--- src/logic/dsa_cfg.svh ---
// Purpose: constants for the debug serial port and debug counter
// Assumes: 125 MHz system clock, pin data synchronous to it
// Notes: period and length limits below are in system clock cycles; DSA_DATA_BITS and DSA_CHAR_BITS are in bits
`ifndef DSA_CFG_SVH
`define DSA_CFG_SVH
`define DSA_DATA_BITS 4'h8
`define DSA_MEAS_W 13
`define DSA_BIT_W 10
`define DSA_MEAS_MAX 13'h1000
`define DSA_MEAS_ONE 13'h0001
`define DSA_DIV_SHIFT 3
`define DSA_BIT_MAX 10'h200
`define DSA_BIT_ZERO 10'h000
`define DSA_BIT_ONE 10'h001
`define DSA_CNT_MAX 16'hFFFF
`define DSA_CNT_ZERO 16'h0000
`define DSA_CNT_ONE 16'h0001
`define DSA_CHAR_BITS 4'hA
`endif

--- src/logic/dsa_pkg.sv ---
// Purpose: types shared by the debug serial port and its counter
// Assumes: nothing beyond the cfg header
// Notes: enums carry no explicit codes
package dsa_pkg;
  typedef enum logic [1:0] {
    DSA_CNT_CYCLE,
    DSA_CNT_DOWN,
    DSA_CNT_MATCH
  } dsa_cnt_mode_t;
  typedef enum logic [2:0] {
    LK_IDLE,
    LK_MEASURE,
    LK_READY,
    LK_START,
    LK_DATA,
    LK_STOP
  } dsa_link_state_t;
endpackage : dsa_pkg

--- src/logic/dsa_top.sv ---
// Purpose: debug pin framing with autobaud, plus the debug counter
// Assumes: debug pin input synchronous to clk; pin pulled high outside
// Notes: half duplex; receive is ignored while transmitting
`timescale 1ns/1ns
`include "dsa_cfg.svh"
module dsa_top import dsa_pkg::*; (
  // clock and reset
  input wire logic clk,
  input wire logic rst,
  // debug pin, open drain style
  input wire logic debug_pin_in,
  output logic debug_pin_out,
  output logic debug_pin_oe,
  // received characters
  output logic [7:0] rx_data,
  output logic rx_valid,
  output logic rx_frame_err,
  // characters to send
  input wire logic [7:0] tx_data,
  input wire logic tx_start,
  output logic tx_busy,
  // link status
  output logic baud_locked,
  output logic [9:0] bit_period,
  // processor state and protection
  input wire logic debug_mode,
  input wire logic stop_mode,
  input wire logic read_protect_option,
  output logic full_cmd_enable,
  output logic stop_reset_req,
  // debug counter
  input dsa_cnt_mode_t cnt_mode,
  input wire logic cnt_load,
  input wire logic [15:0] cnt_load_value,
  input wire logic cnt_byte_dec,
  input wire logic [15:0] pc,
  input wire logic pc_valid,
  output logic [15:0] cnt_read,
  output logic cnt_break
);
  dsa_link_state_t lk_reg, lk_next;
  logic [`DSA_MEAS_W-1:0] meas_reg, meas_next;
  logic [`DSA_BIT_W-1:0] bit_reg, bit_next;
  logic [`DSA_BIT_W-1:0] rtim_reg, rtim_next;
  logic [3:0] rcnt_reg, rcnt_next;
  logic [7:0] rsh_reg, rsh_next;
  logic [7:0] rdat_reg, rdat_next;
  logic rval_reg, rval_next;
  logic rerr_reg, rerr_next;
  logic lock_reg, lock_next;
  logic [`DSA_BIT_W-1:0] half_bit;

  logic tbusy_reg, tbusy_next;
  logic [9:0] tsh_reg, tsh_next;
  logic [3:0] tcnt_reg, tcnt_next;
  logic [`DSA_BIT_W-1:0] ttim_reg, ttim_next;
  logic pout_reg, pout_next;
  logic poe_reg, poe_next;

  logic srst_reg, srst_next;
  logic full_reg, full_next;

  // half a bit for centre sampling, never below one cycle
  assign half_bit = (bit_reg >> 1) == `DSA_BIT_ZERO ? `DSA_BIT_ONE
                                                    : (bit_reg >> 1);

  // receive side and autobaud
  always_comb begin
    lk_next = lk_reg;
    meas_next = meas_reg;
    bit_next = bit_reg;
    rtim_next = rtim_reg;
    rcnt_next = rcnt_reg;
    rsh_next = rsh_reg;
    rdat_next = rdat_reg;
    rval_next = 1'b0;
    rerr_next = 1'b0;
    lock_next = lock_reg;
    case (lk_reg)
      LK_IDLE: begin
        // silent until the host's first falling edge
        if (!debug_pin_in) begin
          lk_next = LK_MEASURE;
          meas_next = `DSA_MEAS_ONE;
        end
      end
      LK_MEASURE: begin
        if (!debug_pin_in) begin
          // start bit plus seven low data bits of 80H
          meas_next = meas_reg + `DSA_MEAS_ONE;
          if (meas_reg == `DSA_MEAS_MAX) begin
            lk_next = LK_IDLE;
          end
        end else if ((meas_reg >> `DSA_DIV_SHIFT) == `DSA_MEAS_W'(0)) begin
          lk_next = LK_IDLE;
        end else begin
          bit_next = `DSA_BIT_W'(meas_reg >> `DSA_DIV_SHIFT);
          lock_next = 1'b1;
          lk_next = LK_READY;
        end
      end
      LK_READY: begin
        if (!debug_pin_in && !tbusy_reg) begin
          rtim_next = half_bit;
          lk_next = LK_START;
        end
      end
      LK_START: begin
        rtim_next = rtim_reg - `DSA_BIT_ONE;
        if (rtim_reg == `DSA_BIT_ONE) begin
          if (!debug_pin_in) begin
            rtim_next = bit_reg;
            rcnt_next = 4'h0;
            lk_next = LK_DATA;
          end else begin
            lk_next = LK_READY;
          end
        end
      end
      LK_DATA: begin
        rtim_next = rtim_reg - `DSA_BIT_ONE;
        if (rtim_reg == `DSA_BIT_ONE) begin
          rtim_next = bit_reg;
          rsh_next = {debug_pin_in, rsh_reg[7:1]};
          rcnt_next = rcnt_reg + 4'h1;
          if (rcnt_reg == `DSA_DATA_BITS - 4'h1) begin
            lk_next = LK_STOP;
          end
        end
      end
      LK_STOP: begin
        rtim_next = rtim_reg - `DSA_BIT_ONE;
        if (rtim_reg == `DSA_BIT_ONE) begin
          rdat_next = rsh_reg;
          rval_next = debug_pin_in;
          rerr_next = !debug_pin_in;
          lk_next = LK_READY;
        end
      end
      default: begin
        lk_next = LK_IDLE;
      end
    endcase
  end

  always_ff @(posedge clk or posedge rst) begin
    if (rst) begin
      lk_reg <= LK_IDLE;
      meas_reg <= `DSA_MEAS_W'(0);
      bit_reg <= `DSA_BIT_ZERO;
      rtim_reg <= `DSA_BIT_ZERO;
      rcnt_reg <= 4'h0;
      rsh_reg <= 8'h00;
      rdat_reg <= 8'h00;
      rval_reg <= 1'b0;
      rerr_reg <= 1'b0;
      lock_reg <= 1'b0;
    end else begin
      lk_reg <= lk_next;
      meas_reg <= meas_next;
      bit_reg <= bit_next;
      rtim_reg <= rtim_next;
      rcnt_reg <= rcnt_next;
      rsh_reg <= rsh_next;
      rdat_reg <= rdat_next;
      rval_reg <= rval_next;
      rerr_reg <= rerr_next;
      lock_reg <= lock_next;
    end
  end

  // transmit side, same bit time as receive
  always_comb begin
    tbusy_next = tbusy_reg;
    tsh_next = tsh_reg;
    tcnt_next = tcnt_reg;
    ttim_next = ttim_reg;
    pout_next = pout_reg;
    poe_next = poe_reg;
    if (!tbusy_reg) begin
      // a start while receiving is dropped; caller watches tx_busy
      if (tx_start && lk_reg == LK_READY && debug_pin_in) begin
        tbusy_next = 1'b1;
        tsh_next = {1'b1, tx_data, 1'b0};
        tcnt_next = `DSA_CHAR_BITS;
        ttim_next = bit_reg;
        pout_next = 1'b0;
        poe_next = 1'b1;
      end
    end else begin
      ttim_next = ttim_reg - `DSA_BIT_ONE;
      if (ttim_reg == `DSA_BIT_ONE) begin
        ttim_next = bit_reg;
        tsh_next = {1'b1, tsh_reg[9:1]};
        tcnt_next = tcnt_reg - 4'h1;
        pout_next = tsh_reg[1];
        if (tcnt_reg == 4'h1) begin
          tbusy_next = 1'b0;
          pout_next = 1'b1;
          poe_next = 1'b0;
        end
      end
    end
  end

  always_ff @(posedge clk or posedge rst) begin
    if (rst) begin
      tbusy_reg <= 1'b0;
      tsh_reg <= 10'h3FF;
      tcnt_reg <= 4'h0;
      ttim_reg <= `DSA_BIT_ZERO;
      pout_reg <= 1'b1;
      poe_reg <= 1'b0;
    end else begin
      tbusy_reg <= tbusy_next;
      tsh_reg <= tsh_next;
      tcnt_reg <= tcnt_next;
      ttim_reg <= ttim_next;
      pout_reg <= pout_next;
      poe_reg <= poe_next;
    end
  end

  // stop-mode wake reset and command gating
  always_comb begin
    srst_next = stop_mode && !debug_pin_in;
    full_next = debug_mode && !read_protect_option;
  end

  always_ff @(posedge clk or posedge rst) begin
    if (rst) begin
      srst_reg <= 1'b0;
      full_reg <= 1'b0;
    end else begin
      srst_reg <= srst_next;
      full_reg <= full_next;
    end
  end

  dsa_counter u_counter (
    .clk(clk),
    .rst(rst),
    .cnt_mode(cnt_mode),
    .debug_mode(debug_mode),
    .cnt_load(cnt_load),
    .cnt_load_value(cnt_load_value),
    .cnt_byte_dec(cnt_byte_dec),
    .pc(pc),
    .pc_valid(pc_valid),
    .cnt_read(cnt_read),
    .cnt_break(cnt_break)
  );

  assign debug_pin_out = pout_reg;
  assign debug_pin_oe = poe_reg;
  assign rx_data = rdat_reg;
  assign rx_valid = rval_reg;
  assign rx_frame_err = rerr_reg;
  assign tx_busy = tbusy_reg;
  assign baud_locked = lock_reg;
  assign bit_period = bit_reg;
  assign full_cmd_enable = full_reg;
  assign stop_reset_req = srst_reg;
endmodule : dsa_top

--- src/logic/dsa_counter.sv ---
// Purpose: 16-bit debug counter with cycle, count-down and match uses
// Assumes: debug_mode high while the processor is halted
// Notes: stored value is read back inverted
`timescale 1ns/1ns
`include "dsa_cfg.svh"
module dsa_counter import dsa_pkg::*; (
  // clock and reset
  input wire logic clk,
  input wire logic rst,
  // control
  input dsa_cnt_mode_t cnt_mode,
  input wire logic debug_mode,
  input wire logic cnt_load,
  input wire logic [15:0] cnt_load_value,
  input wire logic cnt_byte_dec,
  // program counter
  input wire logic [15:0] pc,
  input wire logic pc_valid,
  // results
  output logic [15:0] cnt_read,
  output logic cnt_break
);
  logic [15:0] value_reg, value_next;
  logic [15:0] read_reg, read_next;
  logic brk_reg, brk_next;
  logic dbg_reg, dbg_next;
  logic leaving;

  always_comb begin
    value_next = value_reg;
    brk_next = 1'b0;
    dbg_next = debug_mode;
    leaving = dbg_reg && !debug_mode;
    if (cnt_load) begin
      value_next = cnt_load_value;
    end else if (debug_mode) begin
      // command byte counting; residue kept afterwards except in cycle mode, which loads DSA_CNT_MAX on leaving
      if (cnt_byte_dec && value_reg != `DSA_CNT_ZERO) begin
        value_next = value_reg - `DSA_CNT_ONE;
      end
    end else begin
      case (cnt_mode)
        DSA_CNT_CYCLE: begin
          if (leaving) begin
            value_next = `DSA_CNT_MAX;
          end else if (value_reg != `DSA_CNT_ZERO) begin
            value_next = value_reg - `DSA_CNT_ONE;
          end
        end
        DSA_CNT_DOWN: begin
          if (value_reg != `DSA_CNT_ZERO) begin
            value_next = value_reg - `DSA_CNT_ONE;
            brk_next = (value_reg == `DSA_CNT_ONE);
          end
        end
        DSA_CNT_MATCH: begin
          brk_next = pc_valid && (pc == value_reg);
        end
        default: begin
          value_next = value_reg;
        end
      endcase
    end
    read_next = ~value_next;
  end

  always_ff @(posedge clk or posedge rst) begin
    if (rst) begin
      value_reg <= `DSA_CNT_ZERO;
      read_reg <= `DSA_CNT_MAX;
      brk_reg <= 1'b0;
      dbg_reg <= 1'b0;
    end else begin
      value_reg <= value_next;
      read_reg <= read_next;
      brk_reg <= brk_next;
      dbg_reg <= dbg_next;
    end
  end

  assign cnt_read = read_reg;
  assign cnt_break = brk_reg;
endmodule : dsa_counter

--- config.mk ---
export PLATFORM = sky130hd
export DESIGN_NAME = dsa_top
export DESIGN_NICKNAME = d
export VERILOG_FILES = /design/src/logic/dsa_pkg.sv /design/src/logic/dsa_top.sv /design/src/logic/dsa_counter.sv
export VERILOG_INCLUDE_DIRS = /design/src /design/src/logic
export SDC_FILE = /design/constraint.sdc
export NUM_CORES = 1
export LEC_CHECK = 0
export BUFFER_PORTS_ARGS = -buffer_cell sky130_fd_sc_hd__buf_2
export CELL_PAD_IN_SITES_DETAIL_PLACEMENT = 0
export CELL_PAD_IN_SITES_GLOBAL_PLACEMENT = 2
export CORE_AREA = 2 2 140 142
export CTS_CLUSTER_DIAMETER = 50
export DETAILED_ROUTE_END_ITERATION = 8
export DIE_AREA = 0 0 142 144
export PLACE_DENSITY_LB_ADDON = 0.1
export SYNTH_ARGS = -nofsm -noshare
export SYNTH_HDL_FRONTEND = slang
export SYNTH_SLANG_ARGS = --single-unit
--- constraint.sdc ---
create_clock -name clk -period 4.2 [get_ports clk]
set_clock_uncertainty 0.2 [all_clocks]
set_input_delay 0.21 -clock clk [delete_from_list [all_inputs] [get_ports clk]]
set_output_delay 0.21 -clock clk [all_outputs]
set_load 0.03 [all_outputs]
==> impl_results.md <==
* Hold path start: debug_pin_in
* Kind of critical path: flop to flop
* Cell Area, Synth at 6680 um2
* Area fraction of the dominant cell type after synthesis at 35.6%
* IR drop worst, VDD at 0.252 mV
* Number of setup violations in the final report at 0
* Filler instances at 1865
* Share of synthesized registers carrying an async set or reset at 100%
* Total number of vias at 5797
* Total CTS buffers at 17
* Area leader, netlist: sky130_fd_sc_hd__dfrtp_1
* EDFF count, synth at 0
* Via count of the first global-routing pass at 5835
* Buffers and inverters on the worst path at 0
* Area fraction in compound gates after synthesis at 16.9%
* TritonCTS clock tree: done
* Xor and xnor fraction of the mapped netlist area at 5.37%
* Leading cell types by count after synthesis: sky130_fd_sc_hd__dfrtp_1 (95), sky130_fd_sc_hd__nand2_1 (60), sky130_fd_sc_hd__nor2_1 (60)
* Area share of fa/ha/maj cells after synthesis at 2.81%
* Routed Antenna Nets at 0
* Count of routing violations after the opening detailed-route iteration at 327
* Sequential cell area in the final layout at 3030 um2
* Max cap viols at 0
* Path class of the lowest-slack min-delay path: primary input to flop
* Later-pin clock latency in the skew report at 0.43 ns
* Final Hold Viols at 0
* Transition time of the tightest slew-check pin at 1.01 ns
* Cell occurring most often along the worst timing path: sky130_fd_sc_hd__nor2_1
* Total Neg Setup Slack at 0 ns
* CP Data Arrival Time at 3.61 ns
* Cell at the slowest stage of the critical path: sky130_fd_sc_hd__a2111oi_0
* Sort of element at the end of the critical path: flop
* Routed WL at 19300 um
* Total gr overflow at 0
* Simple logic cell fraction of the synthesized area at 18.8%
* Highest clock rate at 289 MHz
* Count of pins on the block boundary at 95
* Final GP Congestion at 0.845
* Worst-path cell chain: or4_1, or4b_4, nor2_1, nor2_1, a2111oi_0, a211o_1
* Largest family of logic cells by synthesized area: simple AND/OR/NAND/NOR gates
* Post-synthesis sequential element count at 120
* Count of input and output buffers at 94
* Width of the chip at 142 um
* Post-CTS setup-driven buffer insertion count at 0
* Leakage power at 3.59 nW
* Initial Utilization at 35.0%
* Site Rows at 51
* Die height at 144 um
* Final Util at 43.2%
* RR Startpoint: u_counter.value_reg[2]$_DFF_PP0_
* Number of remaining DRC errors at 0
* Number of placed instances with taps included at 999
* Synthesized net count at 771
* Highest net fanout along the worst path at 10
* Pwr dens at 532 nW/um2
* Main flop type after synthesis: sky130_fd_sc_hd__dfrtp_1
* Root buf cell: sky130_fd_sc_hd__clkbuf_16
* Final antenna diode count at 0
* Number of antenna violations at the first check in global routing at 0
* Area taken by multi-input logic gates at 3320 um2
* Maximum number of pins on one net before global-route repair at 77
* Status: complete, no violations
* Average detailed-routed wire length per instance at 18.2 um
* Final critical delay including setup and external delays at 3.46 ns
* H-tree levels at 4
* Period utilization at 82.3%
* Post-DP Area at 7330 um2
* Startpoint class of the critical path: flop
* Unique cell type count in the Yosys netlist at 69
* Hold Buf Count CTS at 32
* Final Max Slew Viols at 0
* Area added between synthesis and finish at 23.4%
* Share of cells above drive strength 1 at 24.4%
* Total clock sinks at 120
* Clk slew on worst S/H paths at 0.06 ns
* Category of cells accounting for the largest share of critical-path delay: simple AND/OR/NAND/NOR gates
* Data required time at the worst endpoint at 4.35 ns
* Maximum single-stage delay on the critical path at 0.59 ns
* Number of gates given a new drive strength after cts at 0
* Library cell with the highest instance count after synthesis: sky130_fd_sc_hd__dfrtp_1
* Cell types occupying the most area after synthesis: sky130_fd_sc_hd__dfrtp_1 (36%), sky130_fd_sc_hd__dfstp_2 (9.8%), sky130_fd_sc_hd__mux2_2 (4.7%)
* Setup repair after global routing missed its margin: false
* Crit. Startpoint: u_counter.value_reg[2]$_DFF_PP0_
* Half-perimeter wire length after placement at 13700 um
* Post-route design area at 8250 um2
* Total routing resource utilization after global routing at 19.8%
* Layout Cells excl Fill at 1063
* Number of standard cells after synthesis at 704
* Relative slew margins at 32.7%
* Largest register FFs at 16
* Synth warnings at 0
* Final #Nets at 879
* Post-synthesis average cell area at 9.49 um2
* Wire length of the first global-routing pass at 31400 um
* Maximum root-to-sink buffer count at 2
* Sequential share of the synthesized area at 45.4%
* Number of vias per cell at 5.45
* Initial DRT Pass Iterations at 6
* Core Area at 19100 um2
* Share of synthesized area spent on multiplexers at 5.77%
* Die Footprint at 20400 um2
worst register-to-register path: stages (launching register included):
cell and delay (ns):
sky130_fd_sc_hd__dfrtp_1 0.50, sky130_fd_sc_hd__or4_1 0.58, sky130_fd_sc_hd__or4b_4 0.55, sky130_fd_sc_hd__nor2_1 0.49, sky130_fd_sc_hd__nor2_1 0.28, sky130_fd_sc_hd__a2111oi_0 0.59, sky130_fd_sc_hd__a211o_1 0.18
kinds of logic after synthesis:
kind of cell               count (synthesis)
and+or+nand+nor                          253
DFF                                      120
AOI/OAI and AO/OA                        163
adders and majority gates                 15
buffers and inverters                     77
muxes                                     35
xor gates and xnor gates                  41
final timing paths:
| kind | slack, ns | cells past startpoint | end |
|---|---|---|---|
| worst min-delay path | 0.02 | 3 | rx_valid$_DFF_PP0_ |
| worst min register to register | 0.26 | 1 | baud_locked$_DFFE_PP0P_ |
| min in group asynchronous | 0.37 | 3 | rsh_reg[1]$_DFFE_PP0P_ |
| worst max register to register | 0.74 | 6 | u_counter.value_reg[5]$_DFF_PP0_ |
| max in group asynchronous | 2.57 | 4 | u_counter.cnt_read[14]$_DFF_PP1_ |
| worst max-delay path | 0.74 | 6 | u_counter.value_reg[5]$_DFF_PP0_ |
power breakdown:
part	internal, mW	switching [mW]
Sequential	1.43	0.280
Clock	0.885	0.593
Combinational	0.488	0.704
through the flow:
stage | setup WS [ns] | hold WS, ns | total power, mW
2_1_floorplan | 0.646 | 0.0414 | 2.56
6_report | 0.743 | 0.0229 | 4.38
3_5_place_dp | 0.814 | 0.169 | 2.91
4_1_cts | 0.769 | 0.00549 | 4.44
3_3_place_gp | 0.852 | 0.161 | 2.88
5_1_grt | 0.480 | 0.0355 | 4.69
layout by cell type, fill, tap and decap left out, types with 4 or more instances in the layout:
cell                            instances
sky130_fd_sc_hd__a211oi_1               4
sky130_fd_sc_hd__a21oi_1               29
sky130_fd_sc_hd__a221o_1                8
sky130_fd_sc_hd__a221oi_1              11
sky130_fd_sc_hd__a222oi_1               8
sky130_fd_sc_hd__a31oi_1                5
sky130_fd_sc_hd__a32o_1                 4
sky130_fd_sc_hd__and3_1                 6
sky130_fd_sc_hd__buf_2                 94
sky130_fd_sc_hd__buf_4                 10
sky130_fd_sc_hd__clkbuf_16             17
sky130_fd_sc_hd__clkinv_4               5
sky130_fd_sc_hd__dfrtp_1               95
sky130_fd_sc_hd__dfstp_2               25
sky130_fd_sc_hd__dlygate4sd3_1         32
sky130_fd_sc_hd__ha_1                  15
sky130_fd_sc_hd__inv_1                 27
sky130_fd_sc_hd__mux2_2                28
sky130_fd_sc_hd__mux2i_1                7
sky130_fd_sc_hd__nand2_1               60
sky130_fd_sc_hd__nand2b_1               5
sky130_fd_sc_hd__nand3_1               28
sky130_fd_sc_hd__nand4_1               11
sky130_fd_sc_hd__nor2_1                60
sky130_fd_sc_hd__nor2b_1                8
sky130_fd_sc_hd__nor3_1                24
sky130_fd_sc_hd__nor3b_1                4
sky130_fd_sc_hd__nor4_1                14
sky130_fd_sc_hd__o211ai_1               4
sky130_fd_sc_hd__o21ai_0               51
sky130_fd_sc_hd__or2_2                  4
sky130_fd_sc_hd__or3_1                 10
sky130_fd_sc_hd__or4_1                  5
sky130_fd_sc_hd__xnor2_1               28
sky130_fd_sc_hd__xor2_1                13
metal layers:
| metal | wire length, um | share of wire [%] | track usage [%] |
|---|---|---|---|
| met3 | 723 | 3.7 | 3.21 |
| met4 | 316 | 1.6 | 7.53 |
| met5 | 0 | 0 | 0 |
| met1 | 8620 | 45 | 25.8 |
| met2 | 9640 | 50 | 33.2 |
cell type report:
cell class | instances | share of cell area [%]
tap | 238 | 3.61
clock inverter | 15 | 2.05
sequential | 120 | 36.8
clock buffer | 17 | 5.16
inverter | 29 | 1.35
timing repair buffer | 137 | 10.7
multi-input combinational | 507 | 40.3
Power figures use the tool's default switching activity.
